<file path="config.mk">
export PLATFORM = sky130hd
export DESIGN_NAME = pmcs_top
export DESIGN_NICKNAME = d
export VERILOG_FILES = /design/src/pmcs_pkg.sv /design/src/pmcs_top.sv
export SDC_FILE = /design/constraint.sdc
export NUM_CORES = 1
export LEC_CHECK = 0
export BUFFER_PORTS_ARGS = -buffer_cell sky130_fd_sc_hd__buf_2
export CELL_PAD_IN_SITES_DETAIL_PLACEMENT = 1
export CELL_PAD_IN_SITES_GLOBAL_PLACEMENT = 1
export CORE_AREA = 2 2 167 169
export DETAILED_ROUTE_END_ITERATION = 6
export DIE_AREA = 0 0 169 171
export PLACE_DENSITY = 0.83
export SLEW_MARGIN = 10
export SYNTH_ARGS = -nofsm -noshare
export SYNTH_HDL_FRONTEND = slang
export SYNTH_SLANG_ARGS = --single-unit
</file>
<file path="constraint.sdc">
create_clock -name clk -period 2.8 [get_ports clk]
set_clock_uncertainty 0.15 [all_clocks]
set_input_delay 0.84 -clock clk [delete_from_list [all_inputs] [get_ports clk]]
set_output_delay 0.84 -clock clk [all_outputs]
set_load 0.01 [all_outputs]
</file>
<file path="src/pmcs_pkg.sv">
package pmcs_pkg;

    // ********************************************************
    // Register map and field layout
    // ********************************************************
    localparam logic [7:0]  ADDR_MODE    = 8'h00;
    localparam logic [7:0]  ADDR_CLK_SEL = 8'h04;
    localparam logic [7:0]  ADDR_PCLK_EN = 8'h08;
    localparam logic [7:0]  ADDR_DS_KEEP = 8'h0c;
    localparam logic [7:0]  ADDR_WDT_CFG = 8'h10;
    localparam logic [7:0]  ADDR_BOD_CFG = 8'h14;
    localparam logic [7:0]  ADDR_STATUS  = 8'h18;
    localparam logic [7:0]  ADDR_RTC_OSC = 8'h1c;

    localparam logic [1:0]  MODE_SLEEP   = 2'h1;
    localparam logic [1:0]  MODE_DSLEEP  = 2'h2;
    localparam logic [1:0]  MODE_DPD     = 2'h3;

    localparam int          CLK_MAIN_LSB = 0;
    localparam int          CLK_REF_LSB  = 4;
    localparam int          CLK_HF48_BIT = 8;
    localparam int          CLK_PLL_BIT  = 9;
    localparam logic [2:0]  MAIN_OSC_LOW = 3'h0;
    localparam logic [2:0]  MAIN_NONE    = 3'h4;
    localparam logic [2:0]  REF_OSC_LOW  = 3'h0;
    localparam logic [2:0]  REF_EXT_PIN  = 3'h1;
    localparam logic [2:0]  REF_RTC_SLOW = 3'h2;
    localparam logic [2:0]  REF_NONE     = 3'h3;
    localparam logic [31:0] CLK_SEL_RST  = 32'h0000_0000;

    // Deep-sleep keep bits: 0 pin int, 1 group int, 2 serial, 3 usb, 4 mic,
    // 5 watchdog, 6 rtc, 7 micro-tick, 8 brownout, 9 internal osc,
    // 10 rtc osc, 11 watchdog osc.  Bit 12 keeps main and peripheral clocks.
    localparam int          NUM_FUNC     = 12;
    localparam int          KEEP_BOD_BIT = 8;
    localparam int          ANALOG_LSB   = 8;
    localparam int          NUM_ANALOG   = 4;
    localparam int          KEEP_CLK_BIT = 12;
    localparam logic [11:0] RTC_DOMAIN   = 12'h440;
    localparam logic [31:0] DS_KEEP_RST  = 32'h0000_0000;
    localparam logic [31:0] PCLK_EN_RST  = 32'h0000_0000;

    localparam int          WDT_EN_BIT   = 0;
    localparam logic [31:0] WDT_CFG_RST  = 32'h0000_0000;

    localparam int          BOD_RLVL_LSB = 0;
    localparam int          BOD_ILVL_LSB = 2;
    localparam int          BOD_REN_BIT  = 4;
    localparam int          BOD_IEN_BIT  = 5;
    localparam logic [31:0] BOD_CFG_RST  = 32'h0000_0000;
    localparam logic [7:0]  BOD_FLAG_LVL = 8'h80;
    localparam logic [3:0][7:0] BOD_LEVELS = {8'h90, 8'h88, 8'h78, 8'h70};

    localparam int          ST_BOD_BIT   = 0;
    localparam int          ST_LOCK_BIT  = 1;
    localparam int          ST_BUSY_BIT  = 2;
    localparam int          ST_STATE_LSB = 8;
    localparam int          RTC_EN_BIT   = 0;

    // ********************************************************
    // Timing
    // ********************************************************
    localparam int          CLK_MHZ       = 40;
    localparam int          FLASH_WAKE_NS = 100;
    localparam int          CLK_GAP_NS    = 50;
    localparam logic [3:0]  FLASH_WAKE_CYC = 4'((FLASH_WAKE_NS * CLK_MHZ + 999) / 1000);
    localparam logic [3:0]  CLK_GAP_CYC    = 4'((CLK_GAP_NS * CLK_MHZ + 999) / 1000);

    // ********************************************************
    // Types
    // ********************************************************
    typedef enum logic [6:0] {
        PM_ACTIVE   = 7'b000_0001,
        PM_SLEEP    = 7'b000_0010,
        PM_DS_ENTER = 7'b000_0100,
        PM_DSLEEP   = 7'b000_1000,
        PM_DS_FLASH = 7'b001_0000,
        PM_DS_CLK   = 7'b010_0000,
        PM_DPD      = 7'b100_0000
    } pmcs_state_t;

    typedef struct packed {
        logic        cpu_en;
        logic        ahb_en;
        logic        main_en;
        logic [15:0] periph_en;
        logic [2:0]  main_sel;
        logic        main_gate;
        logic [2:0]  pll_ref_sel;
        logic        pll_ref_gate;
        logic        pll_en;
        logic        osc_high_96;
        logic        rtc_slow_en;
    } pmcs_clk_t;

    typedef struct packed {
        logic        pin_hold;
        logic        pin_hiz;
        logic        flash_standby;
        logic        core_pwr_on;
        logic        sram_retain;
        logic        chip_reset_req;
        logic [11:0] func_run;
        logic [3:0]  analog_pd;
    } pmcs_pwr_t;

endpackage

</file>
<file path="src/pmcs_top.sv">
// Summary of operation
// - Sleep stops the processor clock until reset or an enabled interrupt.
// - In sleep, enabled peripheral clocks run and their interrupts wake the core.
// - Sleep and deep-sleep keep state, SRAM and registers, and hold pins static.
// - Deep-sleep stops processor clock, and main and peripheral clocks unless kept.
// - Deep-sleep puts the flash into standby.
// - Deep-sleep powers down analog blocks except those kept as wake sources.
// - Configured functions and oscillators keep running through deep-sleep.
// - Deep power-down powers off everything but the reset pin and those RTC domain functions kept in the deep-sleep keep bits.
// - Deep power-down ends only on reset pin assertion or RTC alarm.
// - Once the watchdog is enabled its configuration is frozen until reset.
// - Supply below a fixed level sets a sticky flag, pollable or interrupting.
// - Separate selectable brownout levels raise reset and interrupt.
// - PLL reference selects internal 12 MHz, external clock pin or RTC clock.
// - Software enables and disables the PLL.
// - High-speed oscillator output runs at selected 96 MHz or 48 MHz.
// - The main clock drives processor and system bus and other consumers.
// - After any reset the internal 12 MHz oscillator is the main clock.
// - Deep power-down keeps no state; waking from it acts as full reset.
// - All functional pins are high impedance in deep power-down.
module pmcs_top
    import pmcs_pkg::*;
(
    input  wire logic        clk,
    input  wire logic        rst_b,
    input  wire logic [7:0]  avs_address,
    input  wire logic        avs_read,
    input  wire logic        avs_write,
    input  wire logic [31:0] avs_writedata,
    input  wire logic [3:0]  avs_byteenable,
    output logic      [31:0] avs_readdata,
    output logic             avs_waitrequest,
    input  wire logic        wake_irq,
    input  wire logic [11:0] ds_wake_evt,
    input  wire logic        reset_pin_b,
    input  wire logic        rtc_alarm,
    input  wire logic [7:0]  vdd_level,
    output pmcs_clk_t        clk_ctrl,
    output pmcs_pwr_t        pwr_ctrl,
    output logic [15:0]      wdt_cfg,
    output logic             bod_irq,
    output logic             bod_reset_req
);

    // ********************************************************
    // Bus slave
    // ********************************************************
    logic        ack_q;
    logic [31:0] rdata_q;
    logic [31:0] rd_mux;
    logic        wr_fire;
    logic        rd_take;

    logic [31:0] clk_sel_q;
    logic [31:0] pclk_en_q;
    logic [31:0] ds_keep_q;
    logic [31:0] wdt_cfg_q;
    logic [31:0] bod_cfg_q;
    logic        rtc_en_q;
    logic        bod_flag_q;
    logic        wipe_q;
    logic        reg_clr;
    logic        mode_go;
    logic [1:0]  mode_val;
    logic        busy;

    pmcs_state_t state_q;
    pmcs_state_t state_d;
    logic [3:0]  wcnt_q;

    function automatic logic [31:0] merge(input logic [31:0] old, input logic [31:0] wd,
                                          input logic [3:0] be);
        logic [31:0] res;
        res = old;
        for (int i = 0; i < 4; i++) begin
            if (be[i]) begin
                res[8*i +: 8] = wd[8*i +: 8];
            end
        end
        return res;
    endfunction

    // One wait cycle per access; the request completes when ack_q is high.
    assign avs_waitrequest = (avs_read | avs_write) & ~ack_q;
    assign wr_fire         = avs_write & ack_q;
    assign rd_take         = avs_read & ~ack_q;
    assign avs_readdata    = rdata_q;
    assign reg_clr         = ~rst_b | wipe_q;
    assign mode_go         = wr_fire & (avs_address == ADDR_MODE) & avs_byteenable[0];
    assign mode_val        = avs_writedata[1:0];

    always_ff @(posedge clk) begin
        if (!rst_b) begin
            ack_q <= 1'b0;
        end else begin
            ack_q <= (avs_read | avs_write) & ~ack_q;
        end
    end

    always_comb begin
        rd_mux = 32'h0000_0000;
        case (avs_address)
            ADDR_MODE:    rd_mux = 32'h0000_0000;
            ADDR_CLK_SEL: rd_mux = clk_sel_q;
            ADDR_PCLK_EN: rd_mux = pclk_en_q;
            ADDR_DS_KEEP: rd_mux = ds_keep_q;
            ADDR_WDT_CFG: rd_mux = wdt_cfg_q;
            ADDR_BOD_CFG: rd_mux = bod_cfg_q;
            ADDR_RTC_OSC: rd_mux = {31'h0000_0000, rtc_en_q};
            ADDR_STATUS: begin
                rd_mux[ST_BOD_BIT]              = bod_flag_q;
                rd_mux[ST_LOCK_BIT]             = wdt_cfg_q[WDT_EN_BIT];
                rd_mux[ST_BUSY_BIT]             = busy;
                rd_mux[ST_STATE_LSB +: 7]       = state_q;
            end
            default:      rd_mux = 32'h0000_0000;
        endcase
    end

    always_ff @(posedge clk) begin
        if (!rst_b) begin
            rdata_q <= 32'h0000_0000;
        end else if (rd_take) begin
            rdata_q <= rd_mux;
        end
    end

    // ********************************************************
    // Configuration registers
    // ********************************************************
    always_ff @(posedge clk) begin
        if (reg_clr) begin
            clk_sel_q <= CLK_SEL_RST;
            pclk_en_q <= PCLK_EN_RST;
            ds_keep_q <= DS_KEEP_RST;
            bod_cfg_q <= BOD_CFG_RST;
            rtc_en_q  <= 1'b0;
        end else if (wr_fire) begin
            case (avs_address)
                ADDR_CLK_SEL: clk_sel_q <= merge(clk_sel_q, avs_writedata, avs_byteenable);
                ADDR_PCLK_EN: pclk_en_q <= merge(pclk_en_q, avs_writedata, avs_byteenable);
                ADDR_DS_KEEP: ds_keep_q <= merge(ds_keep_q, avs_writedata, avs_byteenable);
                ADDR_BOD_CFG: bod_cfg_q <= merge(bod_cfg_q, avs_writedata, avs_byteenable);
                ADDR_RTC_OSC: begin
                    if (avs_byteenable[0]) begin
                        rtc_en_q <= avs_writedata[RTC_EN_BIT];
                    end
                end
                default: ;
            endcase
        end
    end

    // Once the enable bit is set, every later write is dropped.
    always_ff @(posedge clk) begin
        if (reg_clr) begin
            wdt_cfg_q <= WDT_CFG_RST;
        end else if (wr_fire && avs_address == ADDR_WDT_CFG && !wdt_cfg_q[WDT_EN_BIT]) begin
            wdt_cfg_q <= merge(wdt_cfg_q, avs_writedata, avs_byteenable);
        end
    end

    assign wdt_cfg = wdt_cfg_q[15:0];

    // ********************************************************
    // Brownout
    // ********************************************************
    logic bod_run;
    logic bod_below_fix;
    logic bod_below_int;
    logic bod_below_rst;
    logic bod_clr;

    assign bod_run       = pwr_ctrl.func_run[KEEP_BOD_BIT];
    assign bod_below_fix = bod_run & (vdd_level < BOD_FLAG_LVL);
    assign bod_below_int = bod_run & (vdd_level < BOD_LEVELS[bod_cfg_q[BOD_ILVL_LSB +: 2]]);
    assign bod_below_rst = bod_run & (vdd_level < BOD_LEVELS[bod_cfg_q[BOD_RLVL_LSB +: 2]]);
    assign bod_clr       = wr_fire & (avs_address == ADDR_STATUS) & avs_byteenable[0]
                         & avs_writedata[ST_BOD_BIT];

    // A new brownout in the clearing cycle keeps the flag set.
    always_ff @(posedge clk) begin
        if (reg_clr) begin
            bod_flag_q <= 1'b0;
        end else if (bod_below_fix) begin
            bod_flag_q <= 1'b1;
        end else if (bod_clr) begin
            bod_flag_q <= 1'b0;
        end
    end

    always_ff @(posedge clk) begin
        if (reg_clr) begin
            bod_irq       <= 1'b0;
            bod_reset_req <= 1'b0;
        end else begin
            bod_irq       <= bod_cfg_q[BOD_IEN_BIT] & (bod_flag_q | bod_below_int);
            bod_reset_req <= bod_cfg_q[BOD_REN_BIT] & bod_below_rst;
        end
    end

    // ********************************************************
    // Glitch-free clock multiplexers
    // ********************************************************
    // Index 0 is the main clock mux, index 1 the PLL reference mux.  The output
    // gate closes, the select moves only while closed, and the gate reopens a
    // gap later, so no runt pulse reaches the clock tree.
    logic [1:0][2:0] mux_req;
    logic [1:0][2:0] mux_sel_q;
    logic [1:0]      mux_gate_q;
    logic [1:0][3:0] mux_cnt_q;

    assign mux_req[0] = clk_sel_q[CLK_MAIN_LSB +: 3];
    assign mux_req[1] = {1'b0, clk_sel_q[CLK_REF_LSB +: 2]};
    assign busy       = ~&mux_gate_q | (mux_sel_q != mux_req);

    for (genvar m = 0; m < 2; m++) begin : g_mux
        always_ff @(posedge clk) begin
            if (reg_clr) begin
                mux_sel_q[m]  <= (m == 0) ? MAIN_OSC_LOW : REF_OSC_LOW;
                mux_gate_q[m] <= 1'b1;
                mux_cnt_q[m]  <= 4'h0;
            end else if (mux_gate_q[m]) begin
                if (mux_sel_q[m] != mux_req[m]) begin
                    mux_gate_q[m] <= 1'b0;
                    mux_cnt_q[m]  <= CLK_GAP_CYC;
                end
            end else if (mux_cnt_q[m] != 4'h0) begin
                mux_cnt_q[m] <= mux_cnt_q[m] - 4'h1;
            end else if (mux_sel_q[m] != mux_req[m]) begin
                mux_sel_q[m] <= mux_req[m];
                mux_cnt_q[m] <= CLK_GAP_CYC;
            end else begin
                mux_gate_q[m] <= 1'b1;
            end
        end
    end

    // ********************************************************
    // Power mode sequencer
    // ********************************************************
    logic ds_wake;
    logic dpd_wake;

    assign ds_wake  = wake_irq | (|(ds_wake_evt & ds_keep_q[NUM_FUNC-1:0])) | bod_irq;
    assign dpd_wake = ~reset_pin_b | rtc_alarm;

    always_comb begin
        state_d = state_q;
        case (state_q)
            PM_ACTIVE: begin
                if (mode_go) begin
                    case (mode_val)
                        MODE_SLEEP:  state_d = PM_SLEEP;
                        MODE_DSLEEP: state_d = PM_DS_ENTER;
                        MODE_DPD:    state_d = PM_DPD;
                        default:     state_d = PM_ACTIVE;
                    endcase
                end
            end
            PM_SLEEP:    state_d = wake_irq ? PM_ACTIVE : PM_SLEEP;
            PM_DS_ENTER: state_d = PM_DSLEEP;
            PM_DSLEEP:   state_d = ds_wake ? PM_DS_FLASH : PM_DSLEEP;
            PM_DS_FLASH: state_d = (wcnt_q == 4'h0) ? PM_DS_CLK : PM_DS_FLASH;
            PM_DS_CLK:   state_d = PM_ACTIVE;
            PM_DPD:      state_d = dpd_wake ? PM_ACTIVE : PM_DPD;
            default:     state_d = PM_ACTIVE;
        endcase
    end

    always_ff @(posedge clk) begin
        if (!rst_b) begin
            state_q <= PM_ACTIVE;
        end else begin
            state_q <= state_d;
        end
    end

    always_ff @(posedge clk) begin
        if (!rst_b) begin
            wcnt_q <= 4'h0;
        end else if (state_q == PM_DSLEEP) begin
            wcnt_q <= FLASH_WAKE_CYC - 4'h1;
        end else if (wcnt_q != 4'h0) begin
            wcnt_q <= wcnt_q - 4'h1;
        end
    end

    // Leaving deep power-down clears all state, as a chip reset would.
    always_ff @(posedge clk) begin
        if (!rst_b) begin
            wipe_q <= 1'b0;
        end else begin
            wipe_q <= (state_q == PM_DPD) & dpd_wake;
        end
    end

    // ********************************************************
    // Clock and power outputs
    // ********************************************************
    pmcs_clk_t clk_d;
    pmcs_pwr_t pwr_d;
    logic      in_ds;
    logic      run_mode;

    assign in_ds    = (state_q == PM_DS_ENTER) | (state_q == PM_DSLEEP) | (state_q == PM_DS_FLASH);
    assign run_mode = (state_q == PM_ACTIVE) | (state_q == PM_SLEEP);

    always_comb begin
        clk_d              = '0;
        clk_d.main_sel     = mux_sel_q[0];
        clk_d.main_gate    = mux_gate_q[0] & (mux_sel_q[0] != MAIN_NONE);
        clk_d.pll_ref_sel  = mux_sel_q[1];
        clk_d.pll_ref_gate = mux_gate_q[1] & (mux_sel_q[1] != REF_NONE);
        clk_d.pll_en       = clk_sel_q[CLK_PLL_BIT] & run_mode;
        clk_d.osc_high_96  = ~clk_sel_q[CLK_HF48_BIT];
        clk_d.rtc_slow_en  = rtc_en_q;
        clk_d.main_en      = run_mode | (state_q == PM_DS_CLK)
                           | (in_ds & ds_keep_q[KEEP_CLK_BIT]);
        clk_d.ahb_en       = clk_d.main_en;
        clk_d.cpu_en       = (state_q == PM_ACTIVE);
        clk_d.periph_en    = clk_d.main_en ? pclk_en_q[15:0] : 16'h0000;
    end

    always_comb begin
        pwr_d               = '0;
        pwr_d.core_pwr_on   = (state_q != PM_DPD);
        pwr_d.sram_retain   = (state_q != PM_DPD);
        pwr_d.pin_hold      = ~run_mode | (state_q == PM_SLEEP);
        pwr_d.pin_hiz       = (state_q == PM_DPD);
        pwr_d.flash_standby = in_ds & (state_q != PM_DS_FLASH);
        pwr_d.chip_reset_req = wipe_q;
        if (run_mode) begin
            pwr_d.func_run = {NUM_FUNC{1'b1}};
        end else if (state_q == PM_DPD) begin
            pwr_d.func_run = RTC_DOMAIN & ds_keep_q[NUM_FUNC-1:0];
        end else begin
            pwr_d.func_run = ds_keep_q[NUM_FUNC-1:0];
        end
        pwr_d.analog_pd = ~pwr_d.func_run[ANALOG_LSB +: NUM_ANALOG];
    end

    always_ff @(posedge clk) begin
        if (!rst_b) begin
            clk_ctrl          <= '0;
            clk_ctrl.cpu_en   <= 1'b1;
            clk_ctrl.ahb_en   <= 1'b1;
            clk_ctrl.main_en  <= 1'b1;
            clk_ctrl.main_sel <= MAIN_OSC_LOW;
            clk_ctrl.main_gate <= 1'b1;
        end else begin
            clk_ctrl <= clk_d;
        end
    end

    always_ff @(posedge clk) begin
        if (!rst_b) begin
            pwr_ctrl             <= '0;
            pwr_ctrl.core_pwr_on <= 1'b1;
            pwr_ctrl.sram_retain <= 1'b1;
            pwr_ctrl.func_run    <= {NUM_FUNC{1'b1}};
        end else begin
            pwr_ctrl <= pwr_d;
        end
    end

endmodule

</file>
==> impl_metrics.ini, run 1 <==
[run_status]
outcome = finished, final reports clean

[grt]
grt_start_max_net_pins = 71
grtUsageTotal = 0.264
grt_antenna_before_repair = 2
number_of_global_route_vias_before_repair = 10875
global_route.overflow_total = 0
grt_first_pass_wirelength_um = 60300

[clock_tree]
cts.root.buffer_cell = sky130_fd_sc_hd__clkbuf_16
insertion_delay_ps = 550
ctsHtreeMaxLevel = 1
holdBufCountCts = 0
clk_pin_slew_worst_paths_ps = 60
post_cts_resized = 0
clock_sinks = 273
cts_made_buffers = 29
clock_tree.buffer_depth = 3
tritoncts = yes
postCtsSetupBuffers = 0

[pwr]
ir_worst_vdd_mv = 0.399
power_switching_uw = 1990
post-layout-total-power_uw = 8520
seq_power_share = 0.468
p_leak_uw = 0.00519
total_internal_power_uw = 6530
pwr_density_cell_mw_per_mm2 = 619
power.share.combinational = 0.069
p_clk_frac = 0.463
p_sw_frac = 0.234

[drt]
wirelength_um = 38700
drc = 0
final_ant_viol_nets = 0
drt_iter0_drc = 854
vias = 10749
viasPerCell = 5.81
detailedRoute.firstPassIterationCount = 5
detail_route.wl_per_cell_um = 21.0

[synth]
yosys.area.top_type_share = 0.473
synth-warning-count = 0
synth_cell_types = 57
synth.ff_latch_count = 273
syn_nets = 1432
syn-instance-count = 1347
edff_count_synth = 0
synth_sequential_area_ratio = 0.473
netlist_area_mm2 = 0.0116
ys_top_cells_by_count = sky130_fd_sc_hd__dfxtp_1, sky130_fd_sc_hd__nand2_1, sky130_fd_sc_hd__a21oi_1, sky130_fd_sc_hd__nand3_1, sky130_fd_sc_hd__nor2_1
netlist_top_cells_area = sky130_fd_sc_hd__dfxtp_1, sky130_fd_sc_hd__a21oi_1, sky130_fd_sc_hd__mux2i_1
synth_area_per_cell_um2 = 8.58
ys_async_sr_fraction = 0
post-synth-top-count-cell = sky130_fd_sc_hd__dfxtp_1
netlist.top_cell.by_area = sky130_fd_sc_hd__dfxtp_1
ys.flop_type = sky130_fd_sc_hd__dfxtp_1

[die]
initial_core_util = 0.423
design.portCount = 174
die_height_um = 171
die_area_mm2 = 0.0289
die-width_um = 169
std_cell_rows = 61
placeableCoreArea_mm2 = 0.0273

[timing]
rsz0062_at_grt = false
final.setup.tns_ps = 0
slew_headroom = 0.476
final_hold_vio_count = 0
tightest_slew_ps = 785
setup_ws_final_ps = 250
period_share = 0.911
setup_viol = 0
clock.fmax_mhz = 392
finalCriticalPeriod_ps = 2550
drv_slew = 0

[setup_path]
timing.critical_path.cells = buf_2 -> nor2_1 -> nor2_1 -> buf_2
critical-path-max-stage-delay_ps = 240
critical-path-top-delay-family = buffers and inverters
cp-end-kind = output pin
cp_slowest_cell = sky130_fd_sc_hd__nor2_1
worst-path-max-fanout = 7
critPathLaunchType = input pin
worst_ep_arrival_time_ps = 1560
crit-reg2reg-launch = state_q[2]
critical_path_required_ps = 1810
worstSetupStartpoint = avs_write
path_buf_inv = 2
timing.setup.critical_path_class = in -> out

[placement]
gpl_wtd_cong = 0.850
portBuffers = 169
instance_area_after_placement_mm2 = 0.0128
dpl.hpwl_um = 27100
post-place-ws_ps = 33.5

[layout]
final.fill_count = 3260
final_core_util = 0.503
synthToLayoutAreaGrowth_pct = 19.0
layout-drive-gt1-share = 0.213
nNetsFinal = 1566
cell_area_after_layout_mm2 = 0.0138

[flow_run]
drv.max_cap_violation_count = 0

[min_path]
worst_hold_path_class = reg -> reg
worst_hold_startpoint = wdt_cfg_q[29]
per-layer routing:
layer	track usage	part of all wire	up-vias
met3	0.0363	0.057	81
met2	0.473	0.50	344
met4	0.0866	0.029	2
met1	0.326	0.42	5375
met5	0	0.00021	-
li1	-	-	4947
power by group through the flow:
stage / clock [uW] / combinational [uW] / sequential, uW
after global placement: 0 / 558 / 4070
after floorplan: 0 / 317 / 4070
after CTS: 3990 / 586 / 3990
after detailed placement: 0 / 581 / 4070
final: 3940 / 589 / 3990
after global routing: 4130 / 640 / 3990
placed cells by master, fill, tap and decap left out, types with 7 or more instances in the layout:
master                        n
sky130_fd_sc_hd__o21ai_0     41
sky130_fd_sc_hd__buf_4       42
sky130_fd_sc_hd__a31oi_1     27
sky130_fd_sc_hd__a211oi_1     7
sky130_fd_sc_hd__clkbuf_8     8
sky130_fd_sc_hd__nor3_1      17
sky130_fd_sc_hd__a21o_1       7
sky130_fd_sc_hd__dfxtp_1    273
sky130_fd_sc_hd__ha_1        14
sky130_fd_sc_hd__nand3_1    125
sky130_fd_sc_hd__nand2_1    162
sky130_fd_sc_hd__a21oi_1    158
sky130_fd_sc_hd__nand2b_1     7
sky130_fd_sc_hd__buf_12       7
sky130_fd_sc_hd__buf_2      169
sky130_fd_sc_hd__mux2i_1     70
sky130_fd_sc_hd__mux2_2      37
sky130_fd_sc_hd__nor2_1     124
sky130_fd_sc_hd__nor2b_1      7
sky130_fd_sc_hd__and2_1      11
sky130_fd_sc_hd__and3_1      23
sky130_fd_sc_hd__inv_1       22
sky130_fd_sc_hd__a22oi_1     32
sky130_fd_sc_hd__clkbuf_16   29
worst paths after layout:
path | endpoint | slack (ps) | cells past startpoint
max | avs_waitrequest | 250 | 4
max reg2reg | clk_ctrl[24] | 540 | 5
min reg2reg | wdt_cfg_q[29] | 300 | 2
min | wdt_cfg_q[29] | 300 | 2
cell families after synthesis:
family | synth area share
xor gates and xnor gates | 0.00757
and+or+nand+nor | 0.203
other | 0.000324
AOI/OAI and AO/OA | 0.151
muxes | 0.0966
DFF | 0.473
buffers and inverters | 0.0540
adders and majority gates | 0.0152
flip-flops by register name (all words and copies together) (netlist names):
| signal | count |
|---|---|
| bod_cfg_q | 32 |
| wcnt_q | 4 |
| ack_q | 1 |
| clk_sel_q | 32 |
| pclk_en_q | 32 |
| mux_cnt_q | 8 |
| pwr_ctrl | 21 |
| bod_flag_q | 1 |
| state_q | 7 |
| bod_irq | 1 |
| wipe_q | 1 |
| ds_keep_q | 32 |
| avs_readdata | 32 |
| rtc_en_q | 1 |
| wdt_cfg_q | 32 |
| clk_ctrl | 28 |
| bod_reset_req | 1 |
| mux_gate_q | 2 |
| clk_d | 5 |
worst min-delay path, delay by kind of cell (launching register included):
kind             cells  cell delay, ps
AND/OR/NAND/NOR      1              50
AO/OA/AOI/OAI        1              50
flip-flops           1             310
per-stage QoR:
| stage | hold slack, ps | cells |
|---|---|---|
| finish | 303 | 1849 |
| global route | 326 | 1848 |
| CTS | 305 | 1848 |
| detailed placement | 297 | 1796 |
| global placement | 288 | 1796 |
| floorplan | 260 | 1347 |
area by class of cell:
type | count | area, um2 | share of cell area
Antenna cell | 1 | 2.50 | 0.000182
Timing Repair Buffer | 218 | 1300 | 0.0946
Clock buffer | 43 | 858 | 0.0624
Inverter | 22 | 82.6 | 0.00600
Clock inverter | 9 | 120 | 0.00873
Tap cell | 346 | 433 | 0.0315
Multi-Input combinational cell | 937 | 5490 | 0.399
Sequential cell | 273 | 5470 | 0.397
No activity file was read; power rests on OpenSTA's default activity.
==> run 2: changes to the inputs <==
--- a/config.mk
+++ b/config.mk
@@ -8,10 +8,10 @@
 export BUFFER_PORTS_ARGS = -buffer_cell sky130_fd_sc_hd__buf_2
 export CELL_PAD_IN_SITES_DETAIL_PLACEMENT = 1
 export CELL_PAD_IN_SITES_GLOBAL_PLACEMENT = 1
-export CORE_AREA = 2 2 167 169
+export CORE_AREA = 2 2 174 176
 export DETAILED_ROUTE_END_ITERATION = 6
-export DIE_AREA = 0 0 169 171
-export PLACE_DENSITY = 0.83
+export DIE_AREA = 0 0 176 178
+export PLACE_DENSITY = 0.77
 export SLEW_MARGIN = 10
 export SYNTH_ARGS = -nofsm -noshare
 export SYNTH_HDL_FRONTEND = slang
==> impl_metrics.ini, run 2 (same netlist as run 1, synthesis figures left out) <==
[run_status]
outcome = finished, final reports clean

[pwr]
pwr_density_cell_mw_per_mm2 = 608
power_switching_uw = 1980
p_sw_frac = 0.236
post-layout-total-power_uw = 8390
power.share.combinational = 0.070
ir_worst_vdd_mv = 0.449
p_clk_frac = 0.455
total_internal_power_uw = 6410
seq_power_share = 0.475
p_leak_uw = 0.00518

[drt]
drc = 0
vias = 10496
detail_route.wl_per_cell_um = 20.3
wirelength_um = 38600
detailedRoute.firstPassIterationCount = 5
final_ant_viol_nets = 0
viasPerCell = 5.54
drt_iter0_drc = 753

[clock_tree]
clock_tree.buffer_depth = 3
cts.root.buffer_cell = sky130_fd_sc_hd__clkbuf_16
ctsHtreeMaxLevel = 1
clk_pin_slew_worst_paths_ps = 60
insertion_delay_ps = 550
holdBufCountCts = 0
post_cts_resized = 0
postCtsSetupBuffers = 0
cts_made_buffers = 29
clock_sinks = 273
tritoncts = yes

[setup_path]
timing.critical_path.cells = buf_2 -> nor2_1 -> nor2_1 -> buf_2
worstSetupStartpoint = avs_write
rr_worst_depth = 5
critPathLaunchType = input pin
cp_num_cells = 4
worst_ep_arrival_time_ps = 1530
crit-reg2reg-launch = state_q[0]
critical-path-max-stage-delay_ps = 210
critical_path_required_ps = 1810
rr_endpoint = pwr_ctrl[12]
crit_path_end = avs_waitrequest
critical-path-top-delay-family = buffers and inverters
timing.reg2reg.setup_slack_ps = 580
cp_slowest_cell = sky130_fd_sc_hd__nor2_1
cp-end-kind = output pin
path_buf_inv = 2
timing.setup.critical_path_class = in -> out
worst-path-max-fanout = 7

[timing]
rsz0062_at_grt = false
clock.fmax_mhz = 396
drv_slew = 0
finalCriticalPeriod_ps = 2520
slew_headroom = 0.503
period_share = 0.901
setup_ws_final_ps = 277
tightest_slew_ps = 740
setup_viol = 0
final_hold_vio_count = 0

[grt]
grt_antenna_before_repair = 2
grtUsageTotal = 0.240
grt_first_pass_wirelength_um = 59400
global_route.overflow_total = 0
number_of_global_route_vias_before_repair = 10715
grt_start_max_net_pins = 66

[flow_run]
drv.max_cap_violation_count = 0

[layout]
final_core_util = 0.469
synthToLayoutAreaGrowth_pct = 19.3
final.fill_count = 3526
nNetsFinal = 1568
layout_commonest_cell = sky130_fd_sc_hd__dfxtp_1
layout_common_cells = sky130_fd_sc_hd__dfxtp_1, sky130_fd_sc_hd__buf_2, sky130_fd_sc_hd__nand2_1
cell_area_after_layout_mm2 = 0.0138
layout-drive-gt1-share = 0.212

[die]
placeableCoreArea_mm2 = 0.0294
design.portCount = 174
die-width_um = 176
die_area_mm2 = 0.0313
die_height_um = 178
initial_core_util = 0.393
std_cell_rows = 63

[min_path]
whs_path_depth = 2
worst_hold_path_class = reg -> reg

[placement]
gpl_wtd_cong = 0.840
post-place-ws_ps = -14.0
dpl.hpwl_um = 27200
instance_area_after_placement_mm2 = 0.0128
portBuffers = 169
[run 2: cell type report]
type / instances / area [um2] / area share
antenna: 3 / 7.51 / 0.000544
clock buffer: 44 / 852 / 0.0618
clock inverter: 6 / 83.8 / 0.00608
inverter: 22 / 82.6 / 0.00599
multi-input combinational: 937 / 5490 / 0.398
sequential: 273 / 5470 / 0.396
tap: 390 / 488 / 0.0354
timing repair buffer: 220 / 1320 / 0.0955
[run 2: how the worst min path moves through the flow]
| stage | start | endpoint | slack (ps) |
|---|---|---|---|
| after detailed placement | bod_cfg_q[29] | bod_cfg_q[29] | 300 |
| after floorplan | clk_sel_q[8] | clk_ctrl[1] | 260 |
| final | wdt_cfg_q[23] | wdt_cfg_q[23] | 300 |
| after CTS | bod_cfg_q[29] | bod_cfg_q[29] | 310 |
| after global placement | bod_cfg_q[30] | bod_cfg_q[30] | 290 |
| after global routing | bod_cfg_q[27] | bod_cfg_q[27] | 320 |
[run 2: per-layer routing]
layer | share of wire | vias up | routed length (um) | global-route usage
met5 | 0 | - | 0 | 0
met4 | 0.030 | 0 | 1160 | 0.0826
met3 | 0.056 | 65 | 2180 | 0.0399
met2 | 0.48 | 303 | 18500 | 0.419
met1 | 0.43 | 5170 | 16700 | 0.301
li1 | - | 4958 | - | -
[run 2: worst min-delay path, stage by stage, from the launching register on]
cell and delay [ps]:
sky130_fd_sc_hd__dfxtp_1 310, sky130_fd_sc_hd__nand2_1 50, sky130_fd_sc_hd__a21oi_1 50
[run 2: power by group through the flow]
| stage | registers, uW | logic [uW] | clock network (uW) |
|---|---|---|---|
| floorplan | 4070 | 317 | 0 |
| global placement | 4070 | 561 | 0 |
| detailed placement | 4070 | 580 | 0 |
| CTS | 3990 | 584 | 3880 |
| global route | 3990 | 634 | 4030 |
| finish | 3990 | 584 | 3820 |
[run 2: stage by stage]
stage,std cells,hold WS (ps),TNS [ps]
floorplan,1347,260,0
global placement,1842,288,0
detailed placement,1842,297,-34.6
CTS,1892,305,0
global route,1892,316,0
finish,1895,304,0
==> run 3: changes to the inputs <==
==> constraint.sdc (replaced) <==
create_clock -name clk -period 2.75 [get_ports clk]
set_clock_uncertainty 0.15 [all_clocks]
set_input_delay 0.825 -clock clk [delete_from_list [all_inputs] [get_ports clk]]
set_output_delay 0.825 -clock clk [all_outputs]
set_load 0.01 [all_outputs]
==> impl_metrics.ini, run 3 (same netlist as run 1, synthesis figures left out) <==
[placement]
place_inst = 1845
portBuffers = 169
gpl_wtd_cong = 0.834
dpl.hpwl_um = 27100

[pwr]
pwr_density_cell_mw_per_mm2 = 644
post-layout-total-power_uw = 8970
p_leak_uw = 0.00526
ir_worst_vdd_mv = 0.521

[layout]
nNetsFinal = 1572
multiInputGateArea_mm2 = 0.00549
area.sequential_mm2 = 0.00547
final.fill_count = 3488
layout_commonest_cell = sky130_fd_sc_hd__dfxtp_1
layout-drive-gt1-share = 0.217
fin_cells = 1902
synthToLayoutAreaGrowth_pct = 20.5
layout_common_cells = sky130_fd_sc_hd__dfxtp_1, sky130_fd_sc_hd__buf_2, sky130_fd_sc_hd__nand2_1

[timing]
rsz0062_at_grt = false
clock.fmax_mhz = 387
final_hold_vio_count = 0
tightest_slew_ps = 593
timing.hold.ws_ps = 301
finalCriticalPeriod_ps = 2580
setup_viol = 0
drv_slew = 0
period_share = 0.939
slew_headroom = 0.599
final.setup.tns_ps = 0

[die]
die_height_um = 178
initial_core_util = 0.393
placeableCoreArea_mm2 = 0.0294
die-width_um = 176
die_area_mm2 = 0.0313
design.portCount = 174
std_cell_rows = 63

[setup_path]
rr_worst_depth = 6
rr_endpoint = wdt_cfg_q[14]
critical_path_required_ps = 1780
worst-path-max-fanout = 7
timing.setup.critical_path_class = in -> out
worst_ep_arrival_time_ps = 1610
critPathLaunchType = input pin
crit-reg2reg-launch = ack_q
timing.reg2reg.setup_slack_ps = 680
cp-end-kind = output pin

[clock_tree]
clock_sinks = 273
holdBufCountCts = 0
tritoncts = yes
clk_pin_slew_worst_paths_ps = 60
post_cts_resized = 0
cts.root.buffer_cell = sky130_fd_sc_hd__clkbuf_16
insertion_delay_ps = 570
postCtsSetupBuffers = 0
cts_made_buffers = 30
ctsHtreeMaxLevel = 1
clock_tree.buffer_depth = 3

[grt]
grt_start_max_net_pins = 69
number_of_global_route_vias_before_repair = 10698
grt_first_pass_wirelength_um = 59100
global_route.overflow_total = 0
grt_antenna_before_repair = 2
grtUsageTotal = 0.238

[min_path]
worst_hold_startpoint = bod_cfg_q[27]
worst_hold_path.endpoint = bod_cfg_q[27]
whs_path_depth = 2
worst_hold_path_class = reg -> reg

[flow_run]
drv.max_cap_violation_count = 0

[drt]
final_ant_viol_nets = 0
drt_iter0_drc = 760
vias = 10533
detail_route.wl_per_cell_um = 20.1
wirelength_um = 38200
viasPerCell = 5.54
detailedRoute.firstPassIterationCount = 5
drc = 0

[run_status]
outcome = finished, final reports clean
==> run 3: cell types whose count changed in the layout (fill, tap and decap cells not counted), sizes merged <==
cell,before,now
clkinv,3,7
clkbuf,44,42
buf,220,223
bufinv,2,5
diode,3,2
==> run 3: power by group <==
part,switching [uW],internal (uW)
Combinational,388,210
Clock,1680,2640
Sequential,45.8,4010
Total,2110,6860
==> run 3: worst max-delay path, stage by stage <==
cell	delay (ps)
sky130_fd_sc_hd__buf_2	220
sky130_fd_sc_hd__nor2_1	80
sky130_fd_sc_hd__nor2_1	270
sky130_fd_sc_hd__buf_2	200
==> run 3: how the worst max path moves through the flow <==
stage	start	to	cells after the start
finish	avs_write	avs_waitrequest	4
global route	ack_q	avs_waitrequest	2
CTS	ack_q	avs_waitrequest	2
detailed placement	avs_address[6]	ds_keep_q[24]	7
global placement	avs_address[6]	state_q[0]	7
floorplan	avs_byteenable[2]	clk_sel_q[18]	7
==> run 3: stage by stage <==
| step | instance area (um2) | util | setup slack (ps) |
|---|---|---|---|
| floorplan | 11600 | - | 410 |
| global placement | 12900 | 0.438 | 31.6 |
| detailed placement | 12900 | 0.438 | -0.473 |
| CTS | 13900 | 0.474 | 227 |
| global route | 13900 | 0.474 | 145 |
| finish | 13900 | 0.474 | 168 |
==> run 3: layer usage <==
metal / track usage / vias to the layer above / wire [um]
li1: - / 4965 / -
met1: 0.298 / 5217 / 16600
met2: 0.420 / 270 / 18500
met3: 0.0330 / 81 / 1770
met4: 0.0833 / 0 / 1310
met5: 0 / - / 0
==> run 3: final cells by class <==
| type | count | share of cell area |
|---|---|---|
| antenna | 2 | 0.000359 |
| clock buffer | 42 | 0.0614 |
| clock inverter | 13 | 0.0150 |
| inverter | 22 | 0.00593 |
| multi-input combinational | 937 | 0.394 |
| sequential | 273 | 0.392 |
| tap | 390 | 0.0350 |
| timing repair buffer | 223 | 0.0961 |
